<file path="src/core/act_pkg.sv">
package act_pkg;
  localparam int ACT_AW = 8;
  localparam int ACT_DW = 32;
  localparam int ACT_CNT_W = 16;
  localparam int ACT_DT_W = 8;
  localparam int ACT_SYNC_STAGES = 3;
  // register byte offsets
  localparam logic [7:0] ACT_OFF_CTRL = 8'h00;
  localparam logic [7:0] ACT_OFF_PSC = 8'h04;
  localparam logic [7:0] ACT_OFF_ARR = 8'h08;
  localparam logic [7:0] ACT_OFF_CNT = 8'h0C;
  localparam logic [7:0] ACT_OFF_CHMODE = 8'h10;
  localparam logic [7:0] ACT_OFF_DT = 8'h14;
  localparam logic [7:0] ACT_OFF_CCR0 = 8'h18;
  localparam logic [7:0] ACT_OFF_STAT = 8'h28;
  localparam logic [7:0] ACT_OFF_CLR = 8'h2C;
  localparam logic [7:0] ACT_OFF_IRQEN = 8'h30;
  localparam logic [7:0] ACT_OFF_DMAEN = 8'h34;
  // control fields
  localparam int ACT_CTRL_EN_BIT = 0;
  localparam int ACT_CTRL_MODE_LSB = 1;
  localparam int ACT_CTRL_OPM_BIT = 3;
  localparam int ACT_CTRL_FRZ_BIT = 4;
  localparam int ACT_CTRL_MOE_BIT = 5;
  localparam int ACT_CTRL_SLV_LSB = 6;
  localparam int ACT_CTRL_DIR_BIT = 8;
  localparam int ACT_CTRL_W = 8;
  localparam int ACT_CHMODE_POL_LSB = 8;
  localparam int ACT_STAT_UPD_BIT = 0;
  localparam int ACT_STAT_CC_LSB = 1;
  localparam int ACT_STAT_W = 5;
  // values after reset
  localparam logic [7:0] ACT_CTRL_RST = 8'h00;
  localparam logic [15:0] ACT_PSC_RST = 16'h0000;
  localparam logic [15:0] ACT_ARR_RST = 16'hFFFF;
  localparam logic [15:0] ACT_CHMODE_RST = 16'h0000;
  localparam logic [7:0] ACT_DT_RST = 8'h00;
  typedef enum logic [1:0] {ACT_CNT_UP, ACT_CNT_DOWN, ACT_CNT_CENTER} act_cnt_e;
  typedef enum logic [1:0] {ACT_SLV_OFF, ACT_SLV_TRIG, ACT_SLV_GATE, ACT_SLV_RESET} act_slv_e;
  typedef enum logic [1:0] {ACT_CH_CAPTURE, ACT_CH_TOGGLE, ACT_CH_PWM, ACT_CH_LOW} act_ch_e;
endpackage

</file>
<file path="src/core/act_channel.sv">
`timescale 1ns/1ps
module act_channel
  import act_pkg::*;
#(
  parameter int CNT_W = 16
) (
  // clock and reset
  input wire logic sys_clk_i,
  input wire logic sys_rst_i,
  // pin and configuration
  input wire logic pin_i,
  input wire act_pkg::act_ch_e mode_i,
  input wire logic cap_fall_i,
  // counter view
  input wire logic tick_i,
  input wire logic [CNT_W-1:0] cnt_i,
  // compare value write
  input wire logic wr_i,
  input wire logic [CNT_W-1:0] wdata_i,
  // results
  output logic [CNT_W-1:0] ccr_o,
  output logic ref_o,
  output logic event_o
);
  logic [ACT_SYNC_STAGES-1:0] sync_reg;
  logic level_reg;
  logic edge_hit;
  logic match;

  always_ff @(posedge sys_clk_i) begin
    if (sys_rst_i) begin
      sync_reg <= '0;
      level_reg <= 1'b0;
    end else begin
      sync_reg <= {sync_reg[ACT_SYNC_STAGES-2:0], pin_i};
      // only the agreeing later stages may move the level
      if (sync_reg[1] == sync_reg[2]) begin
        level_reg <= sync_reg[2];
      end
    end
  end

  assign edge_hit = (sync_reg[1] == sync_reg[2]) && (sync_reg[2] != level_reg) &&
                    (sync_reg[2] != cap_fall_i);
  assign match = tick_i && (cnt_i == ccr_o);

  always_ff @(posedge sys_clk_i) begin
    if (sys_rst_i) begin
      ccr_o <= '0;
    end else if (mode_i == ACT_CH_CAPTURE && edge_hit) begin
      ccr_o <= cnt_i;
    end else if (wr_i) begin
      ccr_o <= wdata_i;
    end
  end

  always_ff @(posedge sys_clk_i) begin
    if (sys_rst_i) begin
      ref_o <= 1'b0;
      event_o <= 1'b0;
    end else begin
      unique case (mode_i)
        ACT_CH_CAPTURE: begin
          ref_o <= 1'b0;
          event_o <= edge_hit;
        end
        ACT_CH_TOGGLE: begin
          ref_o <= ref_o ^ match;
          event_o <= match;
        end
        ACT_CH_PWM: begin
          // zero gives 0 %, above the reload value gives 100 %
          ref_o <= (cnt_i < ccr_o);
          event_o <= match;
        end
        ACT_CH_LOW: begin
          ref_o <= 1'b0;
          event_o <= 1'b0;
        end
      endcase
    end
  end
endmodule

</file>
<file path="src/core/act_deadtime.sv">
`timescale 1ns/1ps
module act_deadtime
  import act_pkg::*;
#(
  parameter int DT_W = 8
) (
  // clock and reset
  input wire logic sys_clk_i,
  input wire logic sys_rst_i,
  // reference and setup
  input wire logic ref_i,
  input wire logic [DT_W-1:0] dt_i,
  input wire logic moe_i,
  // driver pair
  output logic pos_o,
  output logic neg_o
);
  logic prev_reg;
  logic [DT_W-1:0] gap_reg;
  logic settled;

  // both legs drop on any change, then only the new side may rise
  assign settled = (ref_i == prev_reg) && (gap_reg >= dt_i);

  always_ff @(posedge sys_clk_i) begin
    if (sys_rst_i) begin
      prev_reg <= 1'b0;
      gap_reg <= '0;
    end else if (ref_i != prev_reg) begin
      prev_reg <= ref_i;
      gap_reg <= '0;
    end else if (gap_reg < dt_i) begin
      gap_reg <= gap_reg + 1'b1;
    end
  end

  always_ff @(posedge sys_clk_i) begin
    if (sys_rst_i) begin
      pos_o <= 1'b0;
      neg_o <= 1'b0;
    end else begin
      pos_o <= moe_i && settled && prev_reg;
      neg_o <= moe_i && settled && !prev_reg;
    end
  end
endmodule

</file>
<file path="src/core/act_advanced_timer.sv">
`timescale 1ns/1ps
// Functional notes
// - The 16-bit counter restarts by itself at the programmable reload value each period.
// - Counting runs up, down, or center-aligned up and down, chosen by configuration.
// - A 16-bit prescaler divides the counter clock by any integer from 1 to 65536.
// - Four independent channels each do capture, compare, PWM or one-pulse output.
// - PWM is edge-aligned or center-aligned depending on the counting arrangement.
// - Three complementary pairs get dead time so both legs are never active together.
// - Capture mode latches the counter on input edges to measure pulse lengths.
// - PWM duty spans the whole range from fully off to fully on.
// - The counter can be frozen while the processor is halted by a debugger.
// - Trigger signals let one timer start, gate or chain another.
// - Capture and compare events can request DMA transfers.
module act_advanced_timer
  import act_pkg::*;
#(
  parameter int N_CH = 4,
  parameter int N_CMP = 3
) (
  // clock and reset
  input wire logic sys_clk_i,
  input wire logic sys_rst_i,
  // register port
  input wire logic [act_pkg::ACT_AW-1:0] reg_addr_i,
  input wire logic [act_pkg::ACT_DW-1:0] reg_wdata_i,
  input wire logic reg_wr_i,
  input wire logic reg_rd_i,
  output logic [act_pkg::ACT_DW-1:0] reg_rdata_o,
  // capture pins
  input wire logic [N_CH-1:0] cap_i,
  // debug and timer link
  input wire logic dbg_halt_i,
  input wire logic trig_i,
  output logic trig_o,
  // driver outputs
  output logic [N_CH-1:0] ch_o,
  output logic [N_CMP-1:0] chn_o,
  // events
  output logic irq_o,
  output logic [N_CH:0] dma_req_o
);
  import act_pkg::*;

  if (N_CH != 4 || N_CMP != 3) begin : g_check
    $error("act_advanced_timer serves four channels and three pairs only");
  end

  logic [ACT_CTRL_W-1:0] ctrl_reg;
  logic [ACT_CNT_W-1:0] psc_reg;
  logic [ACT_CNT_W-1:0] arr_reg;
  logic [ACT_CNT_W-1:0] chmode_reg;
  logic [ACT_DT_W-1:0] dt_reg;
  logic [ACT_STAT_W-1:0] stat_reg;
  logic [ACT_STAT_W-1:0] irqen_reg;
  logic [ACT_STAT_W-1:0] dmaen_reg;
  logic [ACT_CNT_W-1:0] psc_cnt_reg;
  logic [ACT_CNT_W-1:0] cnt_reg;
  logic [ACT_CNT_W-1:0] cnt_next;
  logic dir_up_reg;
  logic dir_up_next;
  logic trig_prev_reg;
  logic trig_rise;
  logic running;
  logic tick;
  logic upd;
  logic slv_reset;
  act_cnt_e cnt_mode;
  act_slv_e slv_mode;
  logic [ACT_STAT_W-1:0] events;
  logic [N_CH-1:0] cc_event;
  logic [N_CH-1:0] ref_w;
  logic [N_CH-1:0] ccr_wr;
  logic [ACT_CNT_W-1:0] ccr_w [N_CH];
  logic wr_ctrl;
  logic wr_cnt;

  // offsets outside the map fall through every decode and are ignored
  assign cnt_mode = act_cnt_e'(ctrl_reg[ACT_CTRL_MODE_LSB +: 2]);
  assign slv_mode = act_slv_e'(ctrl_reg[ACT_CTRL_SLV_LSB +: 2]);
  assign wr_ctrl = reg_wr_i && (reg_addr_i == ACT_OFF_CTRL);
  assign wr_cnt = reg_wr_i && (reg_addr_i == ACT_OFF_CNT);

  // timer link input; the other timers share this clock
  assign trig_rise = trig_i && !trig_prev_reg;
  assign slv_reset = (slv_mode == ACT_SLV_RESET) && trig_rise;

  always_ff @(posedge sys_clk_i) begin
    if (sys_rst_i) begin
      trig_prev_reg <= 1'b0;
    end else begin
      trig_prev_reg <= trig_i;
    end
  end

  // debug halt and gated slave mode both hold the prescaler too
  assign running = ctrl_reg[ACT_CTRL_EN_BIT] &&
                   !(ctrl_reg[ACT_CTRL_FRZ_BIT] && dbg_halt_i) &&
                   !((slv_mode == ACT_SLV_GATE) && !trig_i);
  // lowering PSC while the prescaler stands above it lets it run on to its wrap;
  // a CNT write clears the prescaler and restarts the division at once
  assign tick = running && (psc_cnt_reg == psc_reg);

  always_ff @(posedge sys_clk_i) begin
    if (sys_rst_i) begin
      psc_cnt_reg <= '0;
    end else if (wr_cnt || slv_reset || tick) begin
      psc_cnt_reg <= '0;
    end else if (running) begin
      psc_cnt_reg <= psc_cnt_reg + 1'b1;
    end
  end

  always_comb begin
    cnt_next = cnt_reg;
    dir_up_next = dir_up_reg;
    upd = 1'b0;
    if (tick) begin
      unique case (cnt_mode)
        ACT_CNT_DOWN: begin
          if (cnt_reg == '0 || cnt_reg > arr_reg) begin
            cnt_next = arr_reg;
            upd = 1'b1;
          end else begin
            cnt_next = cnt_reg - 1'b1;
          end
          dir_up_next = 1'b0;
        end
        ACT_CNT_CENTER: begin
          // turning points at both ends give the symmetric PWM
          if (dir_up_reg && cnt_reg >= arr_reg) begin
            cnt_next = (arr_reg == '0) ? '0 : arr_reg - 1'b1;
            dir_up_next = 1'b0;
            upd = 1'b1;
          end else if (!dir_up_reg && cnt_reg == '0) begin
            cnt_next = (arr_reg == '0) ? '0 : 16'h0001;
            dir_up_next = 1'b1;
            upd = 1'b1;
          end else if (dir_up_reg) begin
            cnt_next = cnt_reg + 1'b1;
          end else begin
            cnt_next = cnt_reg - 1'b1;
          end
        end
        default: begin
          if (cnt_reg >= arr_reg) begin
            cnt_next = '0;
            upd = 1'b1;
          end else begin
            cnt_next = cnt_reg + 1'b1;
          end
          dir_up_next = 1'b1;
        end
      endcase
    end
  end

  // a CNT write wins over a slave reset that lands in the same cycle
  always_ff @(posedge sys_clk_i) begin
    if (sys_rst_i) begin
      cnt_reg <= '0;
      dir_up_reg <= 1'b1;
    end else if (wr_cnt) begin
      cnt_reg <= reg_wdata_i[ACT_CNT_W-1:0];
    end else if (slv_reset) begin
      cnt_reg <= (cnt_mode == ACT_CNT_DOWN) ? arr_reg : '0;
      dir_up_reg <= (cnt_mode != ACT_CNT_DOWN);
    end else begin
      cnt_reg <= cnt_next;
      dir_up_reg <= dir_up_next;
    end
  end

  // control: trigger start sets the enable, one-pulse mode clears it
  always_ff @(posedge sys_clk_i) begin
    if (sys_rst_i) begin
      ctrl_reg <= ACT_CTRL_RST;
    end else if (wr_ctrl) begin
      ctrl_reg <= reg_wdata_i[ACT_CTRL_W-1:0];
    end else if ((slv_mode == ACT_SLV_TRIG) && trig_rise) begin
      ctrl_reg[ACT_CTRL_EN_BIT] <= 1'b1;
    end else if (upd && ctrl_reg[ACT_CTRL_OPM_BIT]) begin
      ctrl_reg[ACT_CTRL_EN_BIT] <= 1'b0;
    end
  end

  // setup registers load at once, with no preload; a reload value below the
  // running count takes effect at the next tick because the up count uses >=
  always_ff @(posedge sys_clk_i) begin
    if (sys_rst_i) begin
      psc_reg <= ACT_PSC_RST;
    end else if (reg_wr_i && reg_addr_i == ACT_OFF_PSC) begin
      psc_reg <= reg_wdata_i[ACT_CNT_W-1:0];
    end
  end

  always_ff @(posedge sys_clk_i) begin
    if (sys_rst_i) begin
      arr_reg <= ACT_ARR_RST;
    end else if (reg_wr_i && reg_addr_i == ACT_OFF_ARR) begin
      arr_reg <= reg_wdata_i[ACT_CNT_W-1:0];
    end
  end

  always_ff @(posedge sys_clk_i) begin
    if (sys_rst_i) begin
      chmode_reg <= ACT_CHMODE_RST;
    end else if (reg_wr_i && reg_addr_i == ACT_OFF_CHMODE) begin
      chmode_reg <= reg_wdata_i[ACT_CNT_W-1:0];
    end
  end

  always_ff @(posedge sys_clk_i) begin
    if (sys_rst_i) begin
      dt_reg <= ACT_DT_RST;
    end else if (reg_wr_i && reg_addr_i == ACT_OFF_DT) begin
      dt_reg <= reg_wdata_i[ACT_DT_W-1:0];
    end
  end

  always_ff @(posedge sys_clk_i) begin
    if (sys_rst_i) begin
      irqen_reg <= '0;
    end else if (reg_wr_i && reg_addr_i == ACT_OFF_IRQEN) begin
      irqen_reg <= reg_wdata_i[ACT_STAT_W-1:0];
    end
  end

  always_ff @(posedge sys_clk_i) begin
    if (sys_rst_i) begin
      dmaen_reg <= '0;
    end else if (reg_wr_i && reg_addr_i == ACT_OFF_DMAEN) begin
      dmaen_reg <= reg_wdata_i[ACT_STAT_W-1:0];
    end
  end

  // four channels share the counter; pairs get dead time
  for (genvar i = 0; i < N_CH; i++) begin : g_ch
    assign ccr_wr[i] = reg_wr_i &&
                       (reg_addr_i == ACT_OFF_CCR0 + 8'(4 * i));
    act_channel #(
      .CNT_W(ACT_CNT_W)
    ) u_channel (
      .sys_clk_i(sys_clk_i),
      .sys_rst_i(sys_rst_i),
      .pin_i(cap_i[i]),
      .mode_i(act_ch_e'(chmode_reg[2*i +: 2])),
      .cap_fall_i(chmode_reg[ACT_CHMODE_POL_LSB + i]),
      .tick_i(tick),
      .cnt_i(cnt_reg),
      .wr_i(ccr_wr[i]),
      .wdata_i(reg_wdata_i[ACT_CNT_W-1:0]),
      .ccr_o(ccr_w[i]),
      .ref_o(ref_w[i]),
      .event_o(cc_event[i])
    );
    if (i < N_CMP) begin : g_pair
      act_deadtime #(
        .DT_W(ACT_DT_W)
      ) u_deadtime (
        .sys_clk_i(sys_clk_i),
        .sys_rst_i(sys_rst_i),
        .ref_i(ref_w[i]),
        .dt_i(dt_reg),
        .moe_i(ctrl_reg[ACT_CTRL_MOE_BIT]),
        .pos_o(ch_o[i]),
        .neg_o(chn_o[i])
      );
    end else begin : g_single
      // the unpaired channel has no dead time to wait for
      logic solo_reg;

      always_ff @(posedge sys_clk_i) begin
        if (sys_rst_i) begin
          solo_reg <= 1'b0;
        end else begin
          solo_reg <= ref_w[i] && ctrl_reg[ACT_CTRL_MOE_BIT];
        end
      end

      assign ch_o[i] = solo_reg;
    end
  end

  // bit 0 is the update flag, bits 1 to 4 the channel events
  assign events = {cc_event, upd};

  // sticky flags: a new event wins over a clear in the same cycle
  always_ff @(posedge sys_clk_i) begin
    if (sys_rst_i) begin
      stat_reg <= '0;
    end else if (reg_wr_i && reg_addr_i == ACT_OFF_CLR) begin
      stat_reg <= (stat_reg & ~reg_wdata_i[ACT_STAT_W-1:0]) | events;
    end else begin
      stat_reg <= stat_reg | events;
    end
  end

  // level output; it falls in the cycle after software clears the flag
  assign irq_o = |(stat_reg & irqen_reg);

  // requests are one-cycle pulses; the DMA side must take them as they stand
  always_ff @(posedge sys_clk_i) begin
    if (sys_rst_i) begin
      dma_req_o <= '0;
    end else begin
      dma_req_o <= events & dmaen_reg;
    end
  end

  always_ff @(posedge sys_clk_i) begin
    if (sys_rst_i) begin
      trig_o <= 1'b0;
    end else begin
      trig_o <= upd;
    end
  end

  // read data stand for exactly one cycle after the strobe
  // CLR is write-only and reads zero like any offset outside the map
  always_ff @(posedge sys_clk_i) begin
    if (sys_rst_i) begin
      reg_rdata_o <= '0;
    end else if (!reg_rd_i) begin
      reg_rdata_o <= '0;
    end else begin
      unique case (reg_addr_i)
        ACT_OFF_CTRL: reg_rdata_o <= ACT_DW'({dir_up_reg, ctrl_reg});
        ACT_OFF_PSC: reg_rdata_o <= ACT_DW'(psc_reg);
        ACT_OFF_ARR: reg_rdata_o <= ACT_DW'(arr_reg);
        ACT_OFF_CNT: reg_rdata_o <= ACT_DW'(cnt_reg);
        ACT_OFF_CHMODE: reg_rdata_o <= ACT_DW'(chmode_reg);
        ACT_OFF_DT: reg_rdata_o <= ACT_DW'(dt_reg);
        ACT_OFF_CCR0: reg_rdata_o <= ACT_DW'(ccr_w[0]);
        ACT_OFF_CCR0 + 8'h04: reg_rdata_o <= ACT_DW'(ccr_w[1]);
        ACT_OFF_CCR0 + 8'h08: reg_rdata_o <= ACT_DW'(ccr_w[2]);
        ACT_OFF_CCR0 + 8'h0C: reg_rdata_o <= ACT_DW'(ccr_w[3]);
        ACT_OFF_STAT: reg_rdata_o <= ACT_DW'(stat_reg);
        ACT_OFF_IRQEN: reg_rdata_o <= ACT_DW'(irqen_reg);
        ACT_OFF_DMAEN: reg_rdata_o <= ACT_DW'(dmaen_reg);
        default: reg_rdata_o <= '0;
      endcase
    end
  end
endmodule

</file>
<file path="config.mk">
export PLATFORM = sky130hd
export DESIGN_NAME = act_advanced_timer
export DESIGN_NICKNAME = d
export VERILOG_FILES = /design/src/core/act_pkg.sv /design/src/core/act_channel.sv /design/src/core/act_deadtime.sv /design/src/core/act_advanced_timer.sv
export SDC_FILE = /design/constraint.sdc
export NUM_CORES = 1
export LEC_CHECK = 0
export ABC_AREA = 0
export BUFFER_PORTS_ARGS = -buffer_cell sky130_fd_sc_hd__buf_2
export CAP_MARGIN = 10
export CELL_PAD_IN_SITES_DETAIL_PLACEMENT = 0
export CELL_PAD_IN_SITES_GLOBAL_PLACEMENT = 1
export CORE_AREA = 2 2 182 184
export CTS_BUF_LIST = sky130_fd_sc_hd__clkbuf_16
export DETAILED_ROUTE_END_ITERATION = 6
export DIE_AREA = 0 0 184 186
export PLACE_DENSITY = 0.9
export SLEW_MARGIN = 30
export SYNTH_ARGS = -nofsm -noshare
export SYNTH_HDL_FRONTEND = slang
export SYNTH_HIERARCHICAL = 1
export SYNTH_SLANG_ARGS = --single-unit
</file>
<file path="constraint.sdc">
create_clock -name sys_clk_i -period 7.6 [get_ports sys_clk_i]
set_input_delay 1.52 -clock sys_clk_i [delete_from_list [all_inputs] [get_ports sys_clk_i]]
set_output_delay 1.52 -clock sys_clk_i [all_outputs]
set_load 0.05 [all_outputs]
</file>
* Word level (Yosys, flattened, before mapping) *
Index checks and enable logic that the tools add are counted.

word-level totals
  bits in registers = 273
  input port bits = 50
  logic and storage cells = 272

cells by class
  add/sub/neg operators = 7
  order comparisons = 12
  eq/ne operators = 55
  multiplexer cells = 44
  bitwise gates (word level) = 12
  reductions and logical operators = 93

operators by type and width
  operator                 count
  $mux W16                 18
  $pmux W16 S13            1
  $eq A16 B16 Y1           5
  $lt A16 B16 Y1           4
  $logic_and A1 B1 Y1      53
  $eq A8 B6 Y1 const B     6
  $add A16 B1 Y16 const B  2
  $eq A8 B5 Y1 const B     4
  $logic_not A16 Y1        2
  $pmux W16 S2             1
  $sub A16 B1 Y16 const B  2
  $reduce_or A2 Y1         13
  $add A8 B1 Y8 const B    3
  $ge A8 B8 Y1             3
  $lt A8 B8 Y1             3
  $pmux W1 S3              8
  $eq A2 B2 Y1 const B     11
  $eq A8 B4 Y1 const B     2
  $ge A16 B16 Y1           1
  $gt A16 B16 Y1           1
  $and A5 B5 Y5            3
  $mux W1                  13
  $eq A2 B1 Y1 const B     6
  $ne A1 B1 Y1             11
  other kinds (18)         47

* Longest topological paths before layout *
Gate-level depths: netlist of run 1.

  depth after elaboration = 10
  depth in mapped cells = 13
  gate-level depth less buffers = 10

* Modules after synthesis *
The synthesis of run 1 kept the hierarchy.

by module, submodules not included
  module                                         instances  cells each  area each (um^2)
  act_advanced_timer                             1          1148        8648.3
  act_channel                                    4          153         1373.8
  act_deadtime at g_ch[0].g_pair.u_deadtime ...  2          83          711.9
  act_deadtime at g_ch[2].g_pair.u_deadtime      1          84          711.9

* Least setup slack after synthesis of run 1 *
No wires, ideal clock.

  kind = input to register
  start point = in reg_addr_i[5] in the netlist's numbering
  end point = reg g_ch[0].u_channel.ccr_o[1]
  setup time = 0.137 ns
  data arrival time = 3.624 ns
  path slack = 3.839 ns
  stages = 9
  cell sequence = nor3_1 -> nand2_1 -> nor2_1 -> clkbuf_1 -> and2_1 -> clkbuf_1 -> buf_2 -> mux2i_1 -> a211oi_1

on the way
  word-level cells in the longest chain between the ends = 3

RTL lines
  element                       RTL line                   RTL
  start: declaration            act_advanced_timer.sv:24   input wire logic [act_pkg::ACT_AW-1:0] reg_addr_i,
  $eq A8 B5 Y1                  act_advanced_timer.sv:239  (reg_addr_i == ACT_OFF_CCR0 + 8'(4 * i));
  $logic_and A1 B1 Y1           act_advanced_timer.sv:238  assign ccr_wr[i] = reg_wr_i &&
  via ccr_wr[0]                 act_advanced_timer.sv:72   logic [N_CH-1:0] ccr_wr;
  $reduce_bool A2 Y1 (no line)  --
  end signal: assignment        act_channel.sv:51          ccr_o <= cnt_i;
  end signal: assignment        act_channel.sv:53          ccr_o <= wdata_i;
  end: declaration              act_channel.sv:21          output logic [CNT_W-1:0] ccr_o,

The timed path passes the listed nets, and every way through them passes these cells.
A chain may end at the register's enable or synchronous reset.

* Worst setup path in the final report of run 1 *
  start point = in reg_addr_i[3] in the netlist's numbering
  end point = reg reg_rdata_o[8] in the netlist's numbering

on the way
  word-level cells in the longest chain between the ends = 2
  elaborated cells between the ends (all ways) = 14

RTL lines
  element                               RTL line                   RTL
  $eq A8 B6 Y1 (tied with other cells)  act_advanced_timer.sv:326  unique case (reg_addr_i)
  $pmux W16 S13 *                       act_advanced_timer.sv:326
  end signal: assignment                act_advanced_timer.sv:327  ACT_OFF_CTRL: reg_rdata_o <= ACT_DW'({dir_up_reg, ctrl_reg});
  end signal: assignment                act_advanced_timer.sv:328  ACT_OFF_PSC: reg_rdata_o <= ACT_DW'(psc_reg);
  end signal: assignment                act_advanced_timer.sv:329  ACT_OFF_ARR: reg_rdata_o <= ACT_DW'(arr_reg);
  end: declaration                      act_advanced_timer.sv:28   output logic [act_pkg::ACT_DW-1:0] reg_rdata_o,

Every way passes the cells marked *; elsewhere a longest branch is shown, timed or not.

==> flow_metrics.tcl, run 1 <==
set metrics [dict create \
    tightest_slew_ns 1.074 \
    antenna_found_initial 0 \
    grt_pass1_vias 14640 \
    synthTopCellsByArea "dfxtp_1 32%, ha_1 9.8%, mux2i_1 4.9%, a21oi_1 4.8%, nand2_1 4.5%" \
    crit_path_start_kind "primary input" \
    status "finished with violations" \
    syn-cell-area_um2 16280 \
    worst-r2r-cell-count 9 \
    rsz0062_at_grt "no" \
    relSlewSlack 0.2829 \
    use_met2 0.5131 \
    synth_edf_count 0 \
    grt_util_met1 0.4432 \
    insertedDiodeCount 0 \
    dp_hpwl_um 40200 \
    synth_top_area_frac 0.3160 \
    grt_max_degree 74 \
    ys_seq_area_frac 0.3160 \
    coreArea_um2 32210 \
    start_util 0.5055 \
    die_w_um 184 \
    synthCells 2010 \
    yosys.area.top_type "dfxtp_1" \
    min_from "g_ch[1].u_channel/sync_reg[0]$_SDFF_PP0_" \
    rrSetupSlack_ns 3.54 \
    yosys_warnings 6 \
    place_congestion 0.9851 \
    tritoncts "done" \
    grt_util_met3 0.04989 \
    num_io_pins 96 \
    wirelength_um 56500 \
    die_h_um 186 \
    hold_end "g_ch[1].u_channel/sync_reg[1]$_SDFF_PP0_" \
    critPathKind "in2reg" \
    via_per_inst 6.430 \
    powerDensity_nw_per_um2 193.9 \
    async_flop_share 0 \
    max_clock_freq_mhz 224.7 \
    synth-seq-cells 257 \
    end_kind "flip-flop" \
    wl_per_cell_um 23.14 \
    violations "design-rule violations" \
    overflow 0 \
    via_count 15700 \
    drv_slew 0 \
    cts_max_level 1 \
    reg2reg_from "cnt_reg[14]$_SDFFE_PP0P_" \
    cp_data_required_time_ns 8.02 \
    grt_use_total 0.3267 \
    syn2layout_area_growth_pct 8.770 \
    ctsHoldBuffers 0 \
    clk_root_buffer_cell "clkbuf_16" \
    hold_viol_final 0 \
    final_nets 2187 \
    maxCapViolCount 0 \
    final_antenna_net_count 0 \
    ys.flop_type "dfxtp_1" \
    clk_path_buf_depth 3 \
    drtPass1Iterations 7 \
    timing.rr.end "cnt_reg[12]$_SDFFE_PP0P_" \
    critPathArrivalTime_ns 4.87 \
    ir_worst_vdd_v 0.0001577 \
    report.final.setup_viol 0 \
    skew_ns 0.01089 \
    fin_cells 2442 \
    drtIter0Drc 1927 \
    grt-busiest-layer "met2" \
    fin_crit_ns 4.451 \
    worstPathMaxFanout 16 \
    cpPeakStageDelay_ns 0.73 \
    slowest_stage "nor2_1" \
    drc 2 \
    cts.clk_slew.worst_paths_ns 0.06 \
    cts_resized 0 \
    largest_reg_flops 64 \
    dp.cells 2386 \
    cp_cell_sequence "buf_2 -> nor3_1 -> nand2_1 -> nor2_1 -> nor2_1 -> nand3_1 -> nand3_1 -> a31oi_1" \
    post_cts_buffers 0 \
    drive_gt1_frac 0.09784 \
    num_rows 66 \
    die-area_um2 34220 \
    finalCritPeriodShare 0.5856 \
    holdPathStages 1 \
    port_buffers 63 \
    cts_buffers 30 \
    syn_avg_cell_area_um2 8.099 \
    clk_latency_ns 0.57 \
    finalSetupTns_ns 0 \
    hp-class "reg2reg" \
    cts_sinks 257 \
    ys_types 87 \
    grt_first_pass_wirelength_um 86450 \
    power_leakage_nw 6.491 \
]
-- power breakdown --
| part | switching, mW | total [mW] | leakage (nW) | internal (mW) |
|---|---|---|---|---|
| logic | 0.411 | 0.619 | 3.93 | 0.208 |
| clock network | 0.605 | 1.43 | 0.488 | 0.822 |
| registers | 0.0247 | 1.39 | 2.07 | 1.36 |
-- logic make-up (layout without fill, tap and decap cells) --
logic type / Yosys count / in the layout / synth area share
buffers and inverters: 273 / 282 / 0.07355
DFF: 257 / 257 / 0.3160
and+or+nand+nor: 676 / 676 / 0.2088
adders and majority gates: 127 / 127 / 0.09761
other: 1 / 16 / 0.0002304
AOI/OAI and AO/OA: 519 / 519 / 0.2131
xor gates and xnor gates: 77 / 77 / 0.04143
muxes: 80 / 80 / 0.04927
-- through the flow --
| step | hold WS (ns) | setup WS, ns | utilization | area, um2 | power, mW |
|---|---|---|---|---|---|
| after global placement | 0.4154 | 2.836 | 0.5188 | 16710 | 2.010 |
| after CTS | 0.4449 | 3.334 | 0.5497 | 17700 | 3.431 |
| after floorplan | 0.4138 | 3.839 | - | 16340 | 1.877 |
| after global routing | 0.4538 | 3.157 | 0.5498 | 17710 | 3.546 |
| after detailed placement | 0.4309 | 2.822 | 0.5194 | 16730 | 2.017 |
| final | 0.4476 | 3.149 | 0.5498 | 17710 | 3.434 |
-- worst max path at each step --
| stage | start | end | slack (ns) |
|---|---|---|---|
| 2_1_floorplan | reg_addr_i[5] | g_ch[0].u_channel/ccr_o[1]$_SDFFE_PP0P_ | 3.84 |
| 3_3_place_gp | reg_addr_i[3] | g_ch[3].u_channel/ccr_o[13]$_SDFFE_PP0P_ | 2.84 |
| 3_5_place_dp | reg_addr_i[3] | g_ch[3].u_channel/ccr_o[11]$_SDFFE_PP0P_ | 2.82 |
| 4_1_cts | reg_addr_i[3] | g_ch[3].u_channel/ccr_o[11]$_SDFFE_PP0P_ | 3.33 |
| 5_1_grt | reg_addr_i[3] | reg_rdata_o[8]$_SDFF_PP0_ | 3.16 |
| 6_report | reg_addr_i[3] | reg_rdata_o[8]$_SDFF_PP0_ | 3.15 |
-- synthesized netlist by cell type, types with 18 or more instances --
library cell	number
dfxtp_1	257
nand2_1	197
nor2_1	167
a21oi_1	156
inv_1	135
ha_1	127
clkbuf_1	95
a211oi_1	86
nand3_1	81
mux2i_1	79
o21ai_0	65
xnor2_1	47
nand4_1	39
o211ai_1	37
nor3_1	36
a31oi_1	31
nor2b_1	30
xor2_1	30
a22oi_1	26
buf_4	18
-- critical path, delay by kind of cell --
kind                   cells  cell delay, ns
buffers and inverters      1            0.15
AOI/OAI and AO/OA          1            0.65
and+or+nand+nor            6            2.54
-- cells in the final DEF, fill, tap and decap left out, drive strengths merged, types with 6 or more instances in the layout --
cell	count
and3	17
a22o	8
nor3	41
xnor2	47
and2	10
nand3	81
a211oi	86
a22oi	26
clkinv	13
a221oi	17
a222oi	11
nor2	169
nor4bb	8
nor2b	32
buf	91
o211ai	40
ha	127
o21ai	74
nand2	198
a21oi	160
xor2	30
conb	16
o32ai	6
o31ai	14
or3	15
nor4	11
nor4b	7
inv	141
clkbuf	30
dfxtp	257
nand2b	6
a31oi	31
or4	22
mux2i	79
nand4	43
-- metal layers --
metal | share of wire | wire length (um)
met5 | 0 | 0
met2 | 0.44 | 24840
met3 | 0.096 | 5429
met4 | 0.049 | 2771
met1 | 0.42 | 23460
-- final cells by class --
cell class	instances	area, um2
Fill cell	2989	14500
Multi-Input combinational cell	1495	10040
Tap cell	408	510.5
Timing Repair Buffer	91	531.8
Clock inverter	26	222.7
Clock buffer	30	750.7
Sequential cell	257	5145
Inverter	135	506.7
Note: power is estimated with default switching activity, not from simulation.
==> run 2, diff against run 1 <==
--- a/config.mk
+++ b/config.mk
@@ -10,11 +10,11 @@
 export CAP_MARGIN = 10
 export CELL_PAD_IN_SITES_DETAIL_PLACEMENT = 0
 export CELL_PAD_IN_SITES_GLOBAL_PLACEMENT = 1
-export CORE_AREA = 2 2 182 184
+export CORE_AREA = 2 2 190 192
 export CTS_BUF_LIST = sky130_fd_sc_hd__clkbuf_16
 export DETAILED_ROUTE_END_ITERATION = 6
-export DIE_AREA = 0 0 184 186
-export PLACE_DENSITY = 0.9
+export DIE_AREA = 0 0 192 194
+export PLACE_DENSITY = 0.84
 export SLEW_MARGIN = 30
 export SYNTH_ARGS = -nofsm -noshare
 export SYNTH_HDL_FRONTEND = slang
==> constraint.sdc (replaced) <==
create_clock -name sys_clk_i -period 4.3 [get_ports sys_clk_i]
set_input_delay 0.86 -clock sys_clk_i [delete_from_list [all_inputs] [get_ports sys_clk_i]]
set_output_delay 0.86 -clock sys_clk_i [all_outputs]
set_load 0.05 [all_outputs]
==> run 2 against run 1 <==
- the run still ends with design-rule violations left
- largest power group is now registers
- combinational power rose by 87%
- sequential share of layout area fell by 0.41 points
- register-to-register slack got worse by 2.9 ns
- first-iteration DRC count fell by 14%
- highest routed layer is now met5
==> flow_metrics.tcl, run 2 (same netlist as run 1, synthesis figures left out) <==
set metrics [dict create \
    p_int_mw 4.201 \
    end_kind "flip-flop" \
    cts_resized 0 \
    grt_max_degree 70 \
    grt_pass1_vias 14760 \
    cp_data_required_time_ns 4.81 \
    fin_cells 2524 \
    p_sw_frac 0.3037 \
    tightest_slew_ns 0.9334 \
    rrSetupSlack_ns 0.69 \
    p_sw_mw 1.832 \
    num_io_pins 96 \
    drtIter0Drc 1656 \
    worst-r2r-cell-count 10 \
    hp-class "reg2reg" \
    power_leakage_nw 6.649 \
    maxCapViolCount 0 \
    num_rows 69 \
    report.final.setup_viol 0 \
    die-area_um2 37250 \
    fin_area_um2 17960 \
    cts_buffers 30 \
    cts.clk_slew.worst_paths_ns 0.07 \
    power_frac_clock 0.402 \
    final_antenna_net_count 0 \
    via_count 15680 \
    cpPeakStageDelay_ns 0.81 \
    dpl-instance-area_um2 17050 \
    fin_util 0.5098 \
    register_area_um2 5145 \
    die_w_um 192 \
    drv_slew 0 \
    fin_crit_ns 3.611 \
    crit_path_start_kind "flip-flop" \
    grt_use_total 0.3004 \
    port_buffers 63 \
    insertedDiodeCount 0 \
    ctsHoldBuffers 0 \
    p_seq_frac 0.405 \
    timing.rr.end "cnt_reg[10]$_SDFFE_PP0P_" \
    start_util 0.4622 \
    reg2reg_from "cnt_reg[9]$_SDFFE_PP0P_" \
    via_per_inst 6.214 \
    relSlewSlack 0.3698 \
    mostFrequentLayoutCells "257 x dfxtp_1, 197 x nand2_1, 165 x nor2_1" \
    fill_cells 3435 \
    ir_worst_vdd_v 0.0003852 \
    whs_ns 0.4384 \
    place_congestion 0.9742 \
    skew_ns 0.01544 \
    clk_path_buf_depth 3 \
    critPathArrivalTime_ns 4.12 \
    violations "design-rule violations" \
    clk_root_buffer_cell "clkbuf_16" \
    multi_input_area_um2 10010 \
    drtPass1Iterations 7 \
    post_cts_buffers 0 \
    critPathKind "reg2reg" \
    powerDensity_nw_per_um2 335.9 \
    final_nets 2220 \
    grt_first_pass_wirelength_um 87240 \
    die_h_um 194 \
    worstPathMaxFanout 16 \
    cts_max_level 1 \
    dp.cells 2472 \
    min_from "g_ch[0].u_channel/sync_reg[0]$_SDFF_PP0_" \
    post-place-ws_ns 0.7826 \
    p_comb_frac 0.192 \
    overflow 0 \
    finalSetupTns_ns 0 \
    largest_reg_flops 64 \
    slowest_stage "dfxtp_1" \
    final_common_cell "dfxtp_1" \
    status "finished with violations" \
    wirelength_um 56880 \
    hold_viol_final 0 \
    wl_per_cell_um 22.54 \
    finalCritPeriodShare 0.8398 \
    antenna_found_initial 2 \
    tritoncts "done" \
    max_clock_freq_mhz 276.9 \
    total_power_mw 6.033 \
    coreArea_um2 35220 \
    drc 12 \
    dp_hpwl_um 41280 \
    rsz0062_at_grt "no" \
    cts_sinks 257 \
    cp_cell_sequence "ha_1 -> nand4_1 -> nor4_1 -> buf_4 -> a211oi_1 -> and3_1 -> nand2_1 -> o311a_1 -> a2111oi_0 -> a21boi_0" \
    drive_gt1_frac 0.1037 \
    hold_end "g_ch[0].u_channel/sync_reg[1]$_SDFF_PP0_" \
    holdPathStages 1 \
    layout_setup_ws_ns 0.6887 \
    clk_latency_ns 0.58 \
    syn2layout_area_growth_pct 10.31 \
]
run 2: worst max-delay path: cells and delay by family (launching register included):
kind                       cells  cell delay [ns]
AOI/OAI and AO/OA              4             1.22
and+or+nand+nor                4             0.97
DFF                            1             0.81
adders and majority gates      1             0.38
buffers and inverters          1             0.16
run 2: power by group through the flow:
| stage | registers, mW | logic (mW) | clock network (mW) |
|---|---|---|---|
| after detailed placement | 2.50 | 1.12 | 0 |
| after floorplan | 2.50 | 0.817 | 0 |
| after CTS | 2.44 | 1.13 | 2.46 |
| after global placement | 2.50 | 1.11 | 0 |
| after global routing | 2.45 | 1.24 | 2.55 |
| final | 2.45 | 1.16 | 2.43 |
run 2: how the worst max path moves through the flow:
| stage | slack, ns | to | startpoint | cells past startpoint |
|---|---|---|---|---|
| final | 0.69 | cnt_reg[10]$_SDFFE_PP0P_ | cnt_reg[9]$_SDFFE_PP0P_ | 10 |
| after global routing | 0.56 | cnt_reg[10]$_SDFFE_PP0P_ | arr_reg[15]$_SDFFE_PP1P_ | 11 |
| after CTS | 0.78 | cnt_reg[10]$_SDFFE_PP0P_ | cnt_reg[9]$_SDFFE_PP0P_ | 10 |
| after detailed placement | 0.78 | cnt_reg[10]$_SDFFE_PP0P_ | reg_addr_i[5] | 9 |
| after global placement | 0.84 | g_ch[2].u_channel/ccr_o[0]$_SDFFE_PP0P_ | reg_addr_i[3] | 9 |
| after floorplan | 1.20 | g_ch[0].u_channel/ccr_o[1]$_SDFFE_PP0P_ | reg_addr_i[5] | 9 |
run 2: cell type report:
class / count / share of cell area
multi-input cells: 1495 / 0.5576
flip-flops and latches: 257 / 0.2865
repair buffers: 124 / 0.04480
clock buffers: 31 / 0.04320
well taps: 461 / 0.03212
inverters: 135 / 0.02822
clock inverters: 21 / 0.007594
run 2: layer usage:
metal / part of all wire / vias to the layer above / track usage
li1: - / 7337 / -
met1: 0.43 / 7511 / 0.4172
met2: 0.45 / 704 / 0.4737
met3: 0.089 / 127 / 0.05647
met4: 0.030 / 4 / 0.08538
met5: 0.00039 / - / 0
==> run 3, diff against run 2 <==
--- a/config.mk
+++ b/config.mk
@@ -10,11 +10,11 @@
 export CAP_MARGIN = 10
 export CELL_PAD_IN_SITES_DETAIL_PLACEMENT = 0
 export CELL_PAD_IN_SITES_GLOBAL_PLACEMENT = 1
-export CORE_AREA = 2 2 190 192
+export CORE_AREA = 2 2 200 202
 export CTS_BUF_LIST = sky130_fd_sc_hd__clkbuf_16
 export DETAILED_ROUTE_END_ITERATION = 6
-export DIE_AREA = 0 0 192 194
-export PLACE_DENSITY = 0.84
+export DIE_AREA = 0 0 202 204
+export PLACE_DENSITY = 0.8
 export SLEW_MARGIN = 30
 export SYNTH_ARGS = -nofsm -noshare
 export SYNTH_HDL_FRONTEND = slang
==> constraint.sdc (replaced) <==
create_clock -name sys_clk_i -period 3.15 [get_ports sys_clk_i]
set_input_delay 0.63 -clock sys_clk_i [delete_from_list [all_inputs] [get_ports sys_clk_i]]
set_output_delay 0.63 -clock sys_clk_i [all_outputs]
set_load 0.05 [all_outputs]
==> run 3 against run 2 <==
- the flow now finishes without violations
- first-iteration DRC count rose by 2.7%
- clock skew decreased by 0.0072 ns
- sequential share of layout area fell by 0.96 points
- highest routed layer unchanged
- critical path type unchanged
- cell count up 5.2%
- combinational power grew 42%
- setup slack got worse by 0.50 ns
- sequential power up 36%
- via count grew 2.0%
- design area is 3.5% higher
- clock power is 35% higher
- sequential cell count stayed put
==> flow_metrics.tcl, run 3 (same netlist as run 1, synthesis figures left out) <==
set metrics [dict create \
    report.final.setup_viol 0 \
    cts_max_level 1 \
    drtPass1Iterations 6 \
    dp.cells 2600 \
    drtIter0Drc 1700 \
    drv_slew 0 \
    final_common_cell "dfxtp_1" \
    die_h_um 204 \
    fin_util 0.4742 \
    crit_path_start_kind "flip-flop" \
    num_rows 73 \
    via_per_inst 6.023 \
    wl_per_cell_um 22.18 \
    die-area_um2 41210 \
    grt_max_degree 62 \
    wirelength_um 58890 \
    overflow 0 \
    register_area_um2 5145 \
    cts.clk_slew.worst_paths_ns 0.06 \
    final_nets 2285 \
    tritoncts "done" \
    mostFrequentLayoutCells "257 x dfxtp_1, 197 x nand2_1, 165 x nor2_1" \
    cts_buffers 31 \
    clk_latency_ns 0.58 \
    ir_worst_vdd_v 0.0003872 \
    grt_use_total 0.2790 \
    num_io_pins 96 \
    status "completed" \
    clk_path_buf_depth 3 \
    critPathArrivalTime_ns 3.42 \
    multi_input_area_um2 10030 \
    start_util 0.4155 \
    grt_first_pass_wirelength_um 89350 \
    hp-class "in2reg" \
    powerDensity_nw_per_um2 445.3 \
    power_leakage_nw 6.983 \
    syn2layout_area_growth_pct 14.14 \
    finalSetupTns_ns 0 \
    dp_hpwl_um 43770 \
    hold_viol_final 0 \
    via_count 15990 \
    fill_cells 3872 \
    final_antenna_net_count 0 \
    insertedDiodeCount 0 \
    tightest_slew_ns 0.8136 \
    port_buffers 63 \
    largest_reg_flops 64 \
    worstPathMaxFanout 14 \
    cts_sinks 257 \
    fin_crit_ns 2.964 \
    coreArea_um2 39180 \
    grt_pass1_vias 14970 \
    end_kind "flip-flop" \
    critPathKind "reg2reg" \
    fin_cells 2655 \
    relSlewSlack 0.4507 \
    rsz0062_at_grt "no" \
    drive_gt1_frac 0.1352 \
    die_w_um 202 \
    ctsHoldBuffers 0 \
    drc 0 \
    cp_data_required_time_ns 3.60 \
    max_clock_freq_mhz 337.4 \
    antenna_found_initial 1 \
    place_congestion 0.9962 \
    finalCritPeriodShare 0.9410 \
    post_cts_buffers 0 \
    skew_ns 0.008245 \
    maxCapViolCount 0 \
    clk_root_buffer_cell "clkbuf_16" \
]
run 3: per-stage QoR:
step	setup WS (ns)	power, mW	hold slack [ns]	instance area (um2)
floorplan	0.1986	4.530	0.4138	16340
global placement	0.2502	4.998	0.4252	17660
detailed placement	0.2423	5.011	0.4242	17660
CTS	0.2092	8.289	0.2574	18570
global route	0.01248	8.590	0.2679	18580
finish	0.1858	8.274	0.2633	18580
run 3: cell type report:
type / instances / share of cell area
clock inverters: 24 / 0.007138
flip-flops and latches: 257 / 0.2769
repair buffers: 188 / 0.07185
clock buffers: 31 / 0.04175
well taps: 525 / 0.03535
inverters: 135 / 0.02727
multi-input cells: 1495 / 0.5398
run 3: path summary, 6_finish.rpt:
check	from	endpoint	slack (ns)	cells after the start
worst max-delay path	cnt_reg[9]$_SDFFE_PP0P_	cnt_reg[14]$_SDFFE_PP0P_	0.19	7
worst min-delay path	cap_i[3]	g_ch[3].u_channel/sync_reg[0]$_SDFF_PP0_	0.26	2
worst max register to register	cnt_reg[9]$_SDFFE_PP0P_	cnt_reg[14]$_SDFFE_PP0P_	0.19	7
worst min register to register	g_ch[1].u_channel/sync_reg[0]$_SDFF_PP0_	g_ch[1].u_channel/sync_reg[1]$_SDFF_PP0_	0.44	1
run 3: what timing repair did:
item | in CTS | in global routing
endpoints found under the hold margin | 0 | 0
endpoints found under the setup margin | 0 | 1
resized for setup | 0 | 3
run 3: power by group:
part / switching [mW] / internal, mW / leakage, nW
Combinational: 1.06 / 0.592 / 4.43
Sequential: 0.0467 / 3.29 / 2.07
Clock: 1.44 / 1.85 / 0.479
Total: 2.55 / 5.73 / 6.98
run 3: worst max-delay path, stage by stage, from the launching register on:
cell      delay [ns]
dfxtp_1         0.39
or3_4           0.39
or4_4           0.47
or4_4           0.59
o21a_1          0.39
nand2_1         0.15
o211ai_1        0.10
a311oi_1        0.34
run 3: metal layers:
metal  routed length (um)  global-route usage
met1                26100              0.3818
met2                26210              0.4505
met3                 4376             0.03651
met4                 2185             0.09953
met5                   15                   0
